`src/common/tuch_pkg.sv`:
```
// Shared constants and pin bundles for the tape unit command controller
package tuch_pkg;
  // Register byte offsets
  localparam logic [3:0] TUCH_CTRL_OFF = 4'h0;
  localparam logic [3:0] TUCH_CMD_OFF = 4'h4;
  localparam logic [3:0] TUCH_WDATA_OFF = 4'h8;
  localparam logic [3:0] TUCH_STAT_OFF = 4'hC;
  // Control register field positions
  localparam int TUCH_CTRL_SELECT = 0;
  localparam int TUCH_CTRL_GO = 1;
  localparam int TUCH_CTRL_SIMUL = 2;
  localparam int TUCH_CTRL_COMPAT = 3;
  localparam int TUCH_CTRL_LRCC = 4;
  localparam logic [4:0] TUCH_CTRL_RST = 5'h00;
  // Write data register: bits 8:0 bus, bit 9 fires a write pulse
  localparam int TUCH_WD_FIRE = 9;
  localparam logic [8:0] TUCH_WBUS_RST = 9'h000;
  // Minimum write pulse width, in ns, and the clock period
  localparam int TUCH_CLK_NS = 4;
  localparam int TUCH_WP_MIN_NS = 3000;
  localparam int TUCH_WP_CYC = (TUCH_WP_MIN_NS + TUCH_CLK_NS - 1) / TUCH_CLK_NS;
  localparam logic [11:0] TUCH_WP_CNT_RST = 12'h000;

  // Command codes written to the command register
  typedef enum logic [2:0] {
    TUCH_CMD_NONE = 3'b000,
    TUCH_CMD_BACK = 3'b001,
    TUCH_CMD_SET_READ = 3'b010,
    TUCH_CMD_SET_WRITE = 3'b011,
    TUCH_CMD_REWIND = 3'b100,
    TUCH_CMD_REW_UNLOAD = 3'b101,
    TUCH_CMD_SET_NRZI = 3'b110
  } tuch_cmd_t;

  typedef enum logic [0:0] {
    TUCH_ST_IDLE = 1'b0,
    TUCH_ST_HOLD = 1'b1
  } tuch_state_t;

  // Lines driven toward the tape unit
  typedef struct packed {
    logic select;
    logic go;
    logic backward;
    logic set_read;
    logic set_write;
    logic rewind;
    logic rewind_unload;
    logic set_nrzi_lrcc;
    logic write_pulse;
    logic simul_ctrl;
    logic [8:0] write_bus;
  } tuch_out_pins_t;

  // Lines returned by the tape unit
  typedef struct packed {
    logic old_model_id;
    logic not_ready;
    logic tape_start_marker;
    logic read_status;
    logic backward_status;
    logic nrzi;
    logic tape_end_indicator_off;
  } tuch_in_pins_t;
endpackage : tuch_pkg

```
`src/rtl/tuch_ctrl.sv`:
```
// Tape unit command controller with a classic Wishbone register slave
//
// Decided for this implementation: the Wishbone slave port and the register addresses.
`timescale 1ns/1ps
`default_nettype none
module tuch_ctrl
  import tuch_pkg::*;
#(
  parameter int WP_CYCLES = TUCH_WP_CYC
) (
  input wire logic clk_i,
  input wire logic rst_i,
  input wire logic ce_i,
  input wire logic wb_cyc_i,
  input wire logic wb_stb_i,
  input wire logic wb_we_i,
  input wire logic [3:0] wb_adr_i,
  input wire logic [3:0] wb_sel_i,
  input wire logic [31:0] wb_dat_i,
  output logic [31:0] wb_dat_o,
  output logic wb_ack_o,
  input wire tuch_in_pins_t tape_i,
  output tuch_out_pins_t tape_o
);

  // Synchronised unit status lines
  tuch_in_pins_t sync1_r;
  tuch_in_pins_t stat_r;
  // Software state
  logic [4:0] ctrl_r;
  logic [8:0] wbus_r;
  tuch_cmd_t cmd_r;
  tuch_state_t st_r;
  logic [11:0] wp_cnt_r;
  logic wp_r;
  logic refused_r;
  logic compat_fault_r;
  logic ack_r;
  logic [31:0] rdata_r;

  // Bus decode
  // Writes need byte lane 0, and the fire bit needs lane 1 as well
  wire logic bus_req = wb_cyc_i & wb_stb_i & ~ack_r;
  wire logic wr_req = bus_req & wb_we_i & wb_sel_i[0];
  wire logic wr_ctrl = wr_req & (wb_adr_i == TUCH_CTRL_OFF);
  wire logic wr_cmd = wr_req & (wb_adr_i == TUCH_CMD_OFF);
  wire logic wr_wd = wr_req & (wb_adr_i == TUCH_WDATA_OFF);
  wire logic fire_req = wr_wd & wb_sel_i[1] & wb_dat_i[TUCH_WD_FIRE];
  wire tuch_cmd_t cmd_req = tuch_cmd_t'(wb_dat_i[2:0]);
  wire logic cmd_take = wr_cmd & (st_r == TUCH_ST_IDLE) &
                        (cmd_req != TUCH_CMD_NONE) &
                        (cmd_req != 3'b111);

  // An older unit with compatibility answers only a Model 2 controller
  wire logic compat_bad = stat_r.old_model_id & ~ctrl_r[TUCH_CTRL_COMPAT];

  // Response that ends the held command
  logic cmd_done;
  always_comb begin
    unique case (cmd_r)
      TUCH_CMD_BACK: cmd_done = stat_r.backward_status;
      TUCH_CMD_SET_READ: cmd_done = stat_r.read_status;
      TUCH_CMD_SET_WRITE: cmd_done = ~stat_r.read_status;
      TUCH_CMD_REWIND: cmd_done = stat_r.not_ready |
                                  stat_r.tape_start_marker;
      TUCH_CMD_REW_UNLOAD: cmd_done = stat_r.not_ready;
      TUCH_CMD_SET_NRZI: cmd_done = stat_r.nrzi;
      default: cmd_done = 1'b1;
    endcase
  end

  // Next state of the command handshake
  wire tuch_state_t st_nxt = (st_r == TUCH_ST_IDLE) ?
      (cmd_take ? TUCH_ST_HOLD : TUCH_ST_IDLE) :
      (cmd_done ? TUCH_ST_IDLE : TUCH_ST_HOLD);
  wire logic holding = (st_r == TUCH_ST_HOLD);

  // Write pulse timer: starts only when idle, never cut short
  wire logic wp_start = fire_req & ~wp_r & ~compat_bad;
  wire logic [11:0] wp_load = 12'(WP_CYCLES - 1);
  wire logic wp_nxt = wp_start | (wp_r & (wp_cnt_r != 12'h000));
  wire logic [11:0] wp_cnt_nxt = wp_start ? wp_load :
      (wp_r && wp_cnt_r != 12'h000) ? 12'(wp_cnt_r - 12'h001) : wp_cnt_r;

  // Read data selection
  // Status word: synced pins, then held, pulse, refused and fault flags
  wire logic [31:0] stat_word = {21'h000000, compat_fault_r, refused_r,
                                 wp_r, holding, stat_r};
  wire logic [31:0] rd_sel =
      (wb_adr_i == TUCH_CTRL_OFF) ? {27'h0000000, ctrl_r} :
      (wb_adr_i == TUCH_CMD_OFF) ? {29'h00000000, cmd_r} :
      (wb_adr_i == TUCH_WDATA_OFF) ? {22'h000000, wp_r, wbus_r} :
      (wb_adr_i == TUCH_STAT_OFF) ? stat_word : 32'h00000000;

  // Two-flop synchroniser on all unit status lines
  // The unit's lines are asynchronous to this clock
  always_ff @(posedge clk_i) begin
    if (rst_i) begin
      sync1_r <= '0;
      stat_r <= '0;
    end else if (ce_i) begin
      sync1_r <= tape_i;
      stat_r <= sync1_r;
    end
  end

  // Bus slave: one wait state, ack for one cycle
  always_ff @(posedge clk_i) begin
    if (rst_i) begin
      ack_r <= 1'b0;
      rdata_r <= 32'h00000000;
    end else if (ce_i) begin
      ack_r <= bus_req;
      if (bus_req) begin
        rdata_r <= rd_sel;
      end
    end
  end

  // Control and write data registers
  always_ff @(posedge clk_i) begin
    if (rst_i) begin
      ctrl_r <= TUCH_CTRL_RST;
      wbus_r <= TUCH_WBUS_RST;
    end else if (ce_i) begin
      if (wr_ctrl) begin
        ctrl_r <= wb_dat_i[4:0];
      end
      if (wr_wd && !wp_r) begin
        wbus_r <= wb_dat_i[8:0]; // Bus frozen while a pulse is out
      end
    end
  end

  // Command handshake and sticky error flags; a new event beats a clear
  always_ff @(posedge clk_i) begin
    if (rst_i) begin
      st_r <= TUCH_ST_IDLE;
      cmd_r <= TUCH_CMD_NONE;
      refused_r <= 1'b0;
      compat_fault_r <= 1'b0;
    end else if (ce_i) begin
      st_r <= st_nxt;
      if (cmd_take) begin
        cmd_r <= cmd_req;
      end else if (holding && cmd_done) begin
        cmd_r <= TUCH_CMD_NONE;
      end
      if (wr_cmd && !cmd_take) begin
        refused_r <= 1'b1;
      end else if (wr_ctrl && wb_dat_i[31]) begin
        refused_r <= 1'b0;
      end
      if (compat_bad && ctrl_r[TUCH_CTRL_SELECT]) begin
        compat_fault_r <= 1'b1;
      end else if (wr_ctrl && wb_dat_i[30]) begin
        compat_fault_r <= 1'b0;
      end
    end
  end

  // Write pulse timer
  always_ff @(posedge clk_i) begin
    if (rst_i) begin
      wp_r <= 1'b0;
      wp_cnt_r <= TUCH_WP_CNT_RST;
    end else if (ce_i) begin
      wp_r <= wp_nxt;
      wp_cnt_r <= wp_cnt_nxt;
    end
  end

  // Pin drive; go is withheld from a mismatched compatibility unit
  assign tape_o.select = ctrl_r[TUCH_CTRL_SELECT];
  assign tape_o.go = ctrl_r[TUCH_CTRL_GO] & ~compat_bad;
  assign tape_o.backward = holding & (cmd_r == TUCH_CMD_BACK);
  assign tape_o.set_read = holding & (cmd_r == TUCH_CMD_SET_READ);
  assign tape_o.set_write = holding & (cmd_r == TUCH_CMD_SET_WRITE);
  assign tape_o.rewind = holding & (cmd_r == TUCH_CMD_REWIND);
  assign tape_o.rewind_unload = holding & (cmd_r == TUCH_CMD_REW_UNLOAD);
  assign tape_o.set_nrzi_lrcc = (holding & (cmd_r == TUCH_CMD_SET_NRZI)) |
                                ctrl_r[TUCH_CTRL_LRCC];
  assign tape_o.write_pulse = wp_r;
  assign tape_o.simul_ctrl = ctrl_r[TUCH_CTRL_SIMUL];
  assign tape_o.write_bus = wbus_r;
  assign wb_ack_o = ack_r;
  assign wb_dat_o = rdata_r;

  // Checks
  // Cycles the write pulse has stood so far, cleared between pulses
  logic [11:0] hi_len_r;
  always_ff @(posedge clk_i) begin
    if (rst_i) begin
      hi_len_r <= 12'h000;
    end else if (ce_i) begin
      hi_len_r <= wp_r ? 12'(hi_len_r + 12'h001) : 12'h000;
    end
  end
endmodule : tuch_ctrl
`default_nettype wire

```
`config.mk`:
```
export PLATFORM = sky130hd
export DESIGN_NAME = tuch_ctrl
export DESIGN_NICKNAME = d
export VERILOG_FILES = /design/src/common/tuch_pkg.sv /design/src/rtl/tuch_ctrl.sv
export SDC_FILE = /design/constraint.sdc
export NUM_CORES = 1
export LEC_CHECK = 0
export ABC_AREA = 1
export ABC_CLOCK_PERIOD_IN_PS = 1500
export BUFFER_PORTS_ARGS = -buffer_cell sky130_fd_sc_hd__buf_4
export CAP_MARGIN = 20
export CORE_MARGIN = 2
export CORE_UTILIZATION = 40
export DETAILED_ROUTE_END_ITERATION = 8
export GPL_ROUTABILITY_DRIVEN = 0
export PLACE_DENSITY = 0.73
export SYNTH_ARGS = -nofsm -noshare
export SYNTH_HDL_FRONTEND = slang
export SYNTH_SLANG_ARGS = --single-unit
```
`constraint.sdc`:
```
create_clock -name clk_i -period 1.5 [get_ports clk_i]
set_clock_uncertainty 0.15 [all_clocks]
set_input_delay 0.375 -clock clk_i [delete_from_list [all_inputs] [get_ports clk_i]]
set_output_delay 0.375 -clock clk_i [all_outputs]
set_load 0.02 [all_outputs]
```
## Word level (Yosys, flattened, before mapping)

Cells that the tools add are included.

| word-level totals | value |
|---|---|
| register bits | 80 |
| bits of input ports | 53 |
| output and inout bits | 52 |
| word-level logic and storage cells | 106 |

| operators by class | value |
|---|---|
| add/subtract/negate cells | 1 |
| equality and inequality tests | 10 |
| mux-type cells | 16 |
| bitwise operators | 32 |
| reductions and logical operators | 23 |

Operator list:

| cell | count |
|---|---|
| 11-bit 2-to-1 mux | 4 |
| 12-bit 2-to-1 mux | 2 |
| 1-bit bitwise AND | 23 |
| 2-bit AND reduction | 7 |
| 12-bit nonzero test | 1 |
| 12-bit by 1-bit subtractor with 12-bit output, second input constant | 1 |
| 3-bit == test, second input constant | 3 |
| 4-bit == test, second input constant | 2 |
| 2-bit nonzero test | 4 |
| 1-bit logical AND | 7 |
| 1-bit 2-to-1 mux | 7 |
| 3-bit by 2-bit == test with 1-bit output, second input constant | 2 |
| 3-bit 2-to-1 mux | 2 |
| 1-bit inverter | 6 |
| 1-bit case mux with 6 select lines | 1 |
| 4-bit by 3-bit == test with 1-bit output, second input constant | 1 |
| 4-bit zero test | 1 |
| 3-bit by 1-bit == test with 1-bit output, second input constant | 1 |
| 3-bit inequality test, second input constant | 1 |
| 1-bit bitwise OR | 3 |
| 3-bit nonzero test | 1 |
| 1-bit zero test | 2 |

## Logic depth before layout (Yosys ltp)

| logic depth | value |
|---|---|
| depth in word-level cells | 12 |
| mapped depth | 11 |
| mapped depth without buffers | 11 |

## Worst setup path before layout

No wires, ideal clock.

| timing | value |
|---|---|
| path type | register -> register |
| start | register ack_r (netlist: wb_ack_o) |
| end | register wp_cnt_r[3] |
| arrival time | 1364 ps |
| data required time | 1218 ps |
| path slack | -146 ps |
| stages on the path, launching flop included | 10 |
| period minus slack after synthesis | 1646 ps |
| path through | dfxtp_1 inv_1 nand3_1 nor2_1 nand3_2 nand2_4 nand2_8 buf_12 nand2_1 a21oi_2 |

| between the ends | value |
|---|---|
| cells in the longest elaborated chain, start to end | 11 |
| elaborated cells on any way between the ends | 12 |
| those cells by class | 1 x mux; 9 x bitwise; 2 x reduce/logical |

Ends and longest elaborated chain:

| item | line | source |
|---|---|---|
| from (decl) | tuch_ctrl.sv:38 | `logic ack_r;` |
| from (signal assigned) | tuch_ctrl.sv:113 | `ack_r <= bus_req;` |
| 1-bit inverter * | tuch_ctrl.sv:43 | `wire logic bus_req = wb_cyc_i & wb_stb_i & ~ack_r;` |
| 1-bit bitwise AND * | tuch_ctrl.sv:43 |  |
| 1-bit bitwise AND * (2 in a row) | tuch_ctrl.sv:44 | `wire logic wr_req = bus_req & wb_we_i & wb_sel_i[0];` |
| 1-bit bitwise AND * | tuch_ctrl.sv:47 | `wire logic wr_wd = wr_req & (wb_adr_i == TUCH_WDATA_OFF);` |
| 1-bit bitwise AND * (2 in a row) | tuch_ctrl.sv:48 | `wire logic fire_req = wr_wd & wb_sel_i[1] & wb_dat_i[TUCH_WD_FIRE];` |
| 1-bit bitwise AND * (2 in a row) | tuch_ctrl.sv:79 | `wire logic wp_start = fire_req & ~wp_r & ~compat_bad;` |
| 2-bit nonzero test (no source line) | -- |  |
| 2-bit AND reduction (no source line) | -- |  |
| to (signal assigned) | tuch_ctrl.sv:169 | `wp_cnt_r <= wp_cnt_nxt;` |
| to (decl) | tuch_ctrl.sv:34 | `logic [11:0] wp_cnt_r;` |

Mark *: on every way between the ends. The rest lies on a longest branch, timed or not.
A chain may end at the register's enable or synchronous reset.

==> out/results.ini <==
[route]
drc=0
drt_iter0_markers=207
ant_nets=0
vias_per_cell=5.10
via_count=3363
postRouteWirelength_um=9690
dr.pass1.iters=4
wl_per_cell_um=14.7

[final_layout]
finish.net_count=608
layout_commonest_cell=buf_4
final_util_pct=60.5
drive_gt1_share_pct=43.1
antenna_cells=0
synthToLayoutAreaGrowth_pct=49.4
final_cells=659
fillers=650
stdcell_area_um2=4600
final_cell_mix=buf_4 (98), nand2_1 (65), dfxtp_1 (49)

[timing]
setup_tns_ns=-3.25
hold_viol=0
fin_ws_ns=-0.171
setup_viol_count_final=36
slew_viol_final=0
clock.fmax_mhz=599
rsz0062_at_grt=true
finalCriticalPeriod_ns=1.67
post-route-period-util_pct=111

[die]
num_rows=32
die_y_um=91.8
start_util_pct=40.5
ioPinCount=105
fp.dieArea_um2=8420
core_um2=7610
fp.dieW_um=91.8

[worst_hold_path]
worst_hold_path_type=in -> reg
hold-path-endpoint=wbus_r[5]
worstHoldStart=wb_dat_i[5]
whs_path_depth=3

[worst_setup_path]
required_ns=0.97
worstPathArrival_ns=1.15
worst-path-buf-inv=2
rrSetupSlack_ns=-0.15
cp_top_family=flip-flops
rr_endpoint=wbus_r[1]
start_kind=register
slowest_stage=dfxtp_4
endpoint_kind=output pin
cp_max_fo=5
reg2reg_from=wb_ack_o
crit_type=reg -> out
rr_worst_depth=9
path_depth=3
slowest_delay_ns=0.39
path_cells=inv_4 > nor3_2 > buf_4

[synth]
yosys_warnings=0
yosysSeqAreaShare_pct=38.3
synth_top_flop_cell=dfxtp_1
syn_avg_cell_area_um2=6.89
synth_cell_types=35
synth_area_um2=3080
synth-seq-cells=59
synth_async_sr_flop_share_pct=0
synth_edf_count=0
syn_inst=447

[clock_network]
cts.sinks=59
htreeDepth=3
clock_path_buffers=2
cts_buffers=9
clk_latency_ns=0.35
path_clk_slew_ns=0.07
cts_tree=yes
cts-root-buf=clkbuf_8
cts_hold_buf=0

[run_status]
status=complete, but fails checks
failed_checks=negative setup slack

[global_routing]
antenna_found_initial=0
grt_pass1_vias=2822
grt_overflow=0
grt_pass1_wl_um=13400
grt_max_degree=39
grt_use_total_pct=20.6

[place]
dp.cells=622
port_buffers=61
hpwlAfterDp_um=5990
dpl_cell_area_um2=3780

[power]
finalPower_mw=3.43
leakagePower_nw=2.02
powerDensity_nw_per_um2=746
ir_drop_uv=451

[job]
drv_cap=0

registers in the layout, indices dropped and copies added (netlist names):
name            cells
sync1_r             7
wb_ack_o            1
refused_r           1
wb_dat_o           11
cmd_r               3
ctrl_r              5
stat_r              7
holding             1
compat_fault_r      1
wp_cnt_r           12
wp_r                1
wbus_r              9
stage by stage:
stage | worst slack, ns | hold slack (ns)
6_report | -0.171 | 0.0860
3_5_place_dp | -0.240 | 0.306
5_1_grt | -0.221 | 0.0828
3_3_place_gp | -0.206 | 0.293
2_1_floorplan | -0.110 | 0.279
4_1_cts | -0.179 | 0.0804
per-layer routing:
metal | wire length (um) | vias to the layer above | part of all wire (%) | global-route usage [%]
li1 | - | 1617 | - | -
met1 | 4080 | 1566 | 42 | 26.5
met2 | 4690 | 155 | 48 | 33.3
met3 | 626 | 25 | 6.5 | 4.85
met4 | 300 | 0 | 3.1 | 8.21
met5 | 0 | - | 0 | 0
worst min-delay path, delay by kind of cell:
family	cells	cell delay, ns
buffers and inverters	1	0.08
and+or+nand+nor	2	0.10
cell usage after synthesis, drive strengths merged (3+ instances only):
cell type / instances / share of area, %
nor3: 8 / 1.7
nand2: 86 / 11
nand3: 38 / 6.5
clkbuf: 12 / 1.5
buf: 31 / 7.6
inv: 45 / 5.5
nor2: 64 / 8.5
dfxtp: 59 / 38
xor2: 3 / 0.85
a21oi: 44 / 7.6
o21ai: 40 / 6.5
report_power, final:
part	leakage (nW)	total, mW	switching [mW]	internal [mW]
Sequential	0.486	1.61	0.0192	1.59
Clock	0.0881	1.41	0.662	0.751
Combinational	1.44	0.407	0.254	0.152
Total	2.02	3.43	0.935	2.50
worst max path at each step:
| stage | start | to |
|---|---|---|
| floorplan | cmd_r[2] | tape_o[13] |
| global placement | wb_adr_i[0] | wb_dat_o[0] |
| detailed placement | wb_adr_i[0] | wp_cnt_r[9] |
| CTS | cmd_r[0] | tape_o[14] |
| global route | holding | tape_o[15] |
| finish | holding | tape_o[15] |
cell families (layout without fill, tap and decap cells):
group                      count (synthesis)  after routing  synth area share [%]
and+or+nand+nor                          201            204                  29.1
adders and majority gates                  2              2                 0.812
buffers and inverters                     88            175                  14.6
DFF                                       59             59                  38.3
AOI/OAI and AO/OA                         92             92                  15.9
xor gates and xnor gates                   4              4                  1.14
other                                      1             21                 0.122
cell type report:
cell class	count	area (um2)	share of cell area [%]
clock inverter	5	55.1	1.20
multi-input combinational	323	1950	42.3
timing repair buffer	115	956	20.8
tap	102	128	2.77
clock buffer	10	128	2.77
sequential	59	1210	26.2
inverter	45	183	3.97
repair_timing:
item / in CTS / in global routing
pin swaps: 12 / 27
gates resized for setup: 53 / 84
buffers inserted: 7 / 10
cloned: 3 / 2
setup endpoints to repair: 38 / 43
Power figures use the tool's default switching activity.
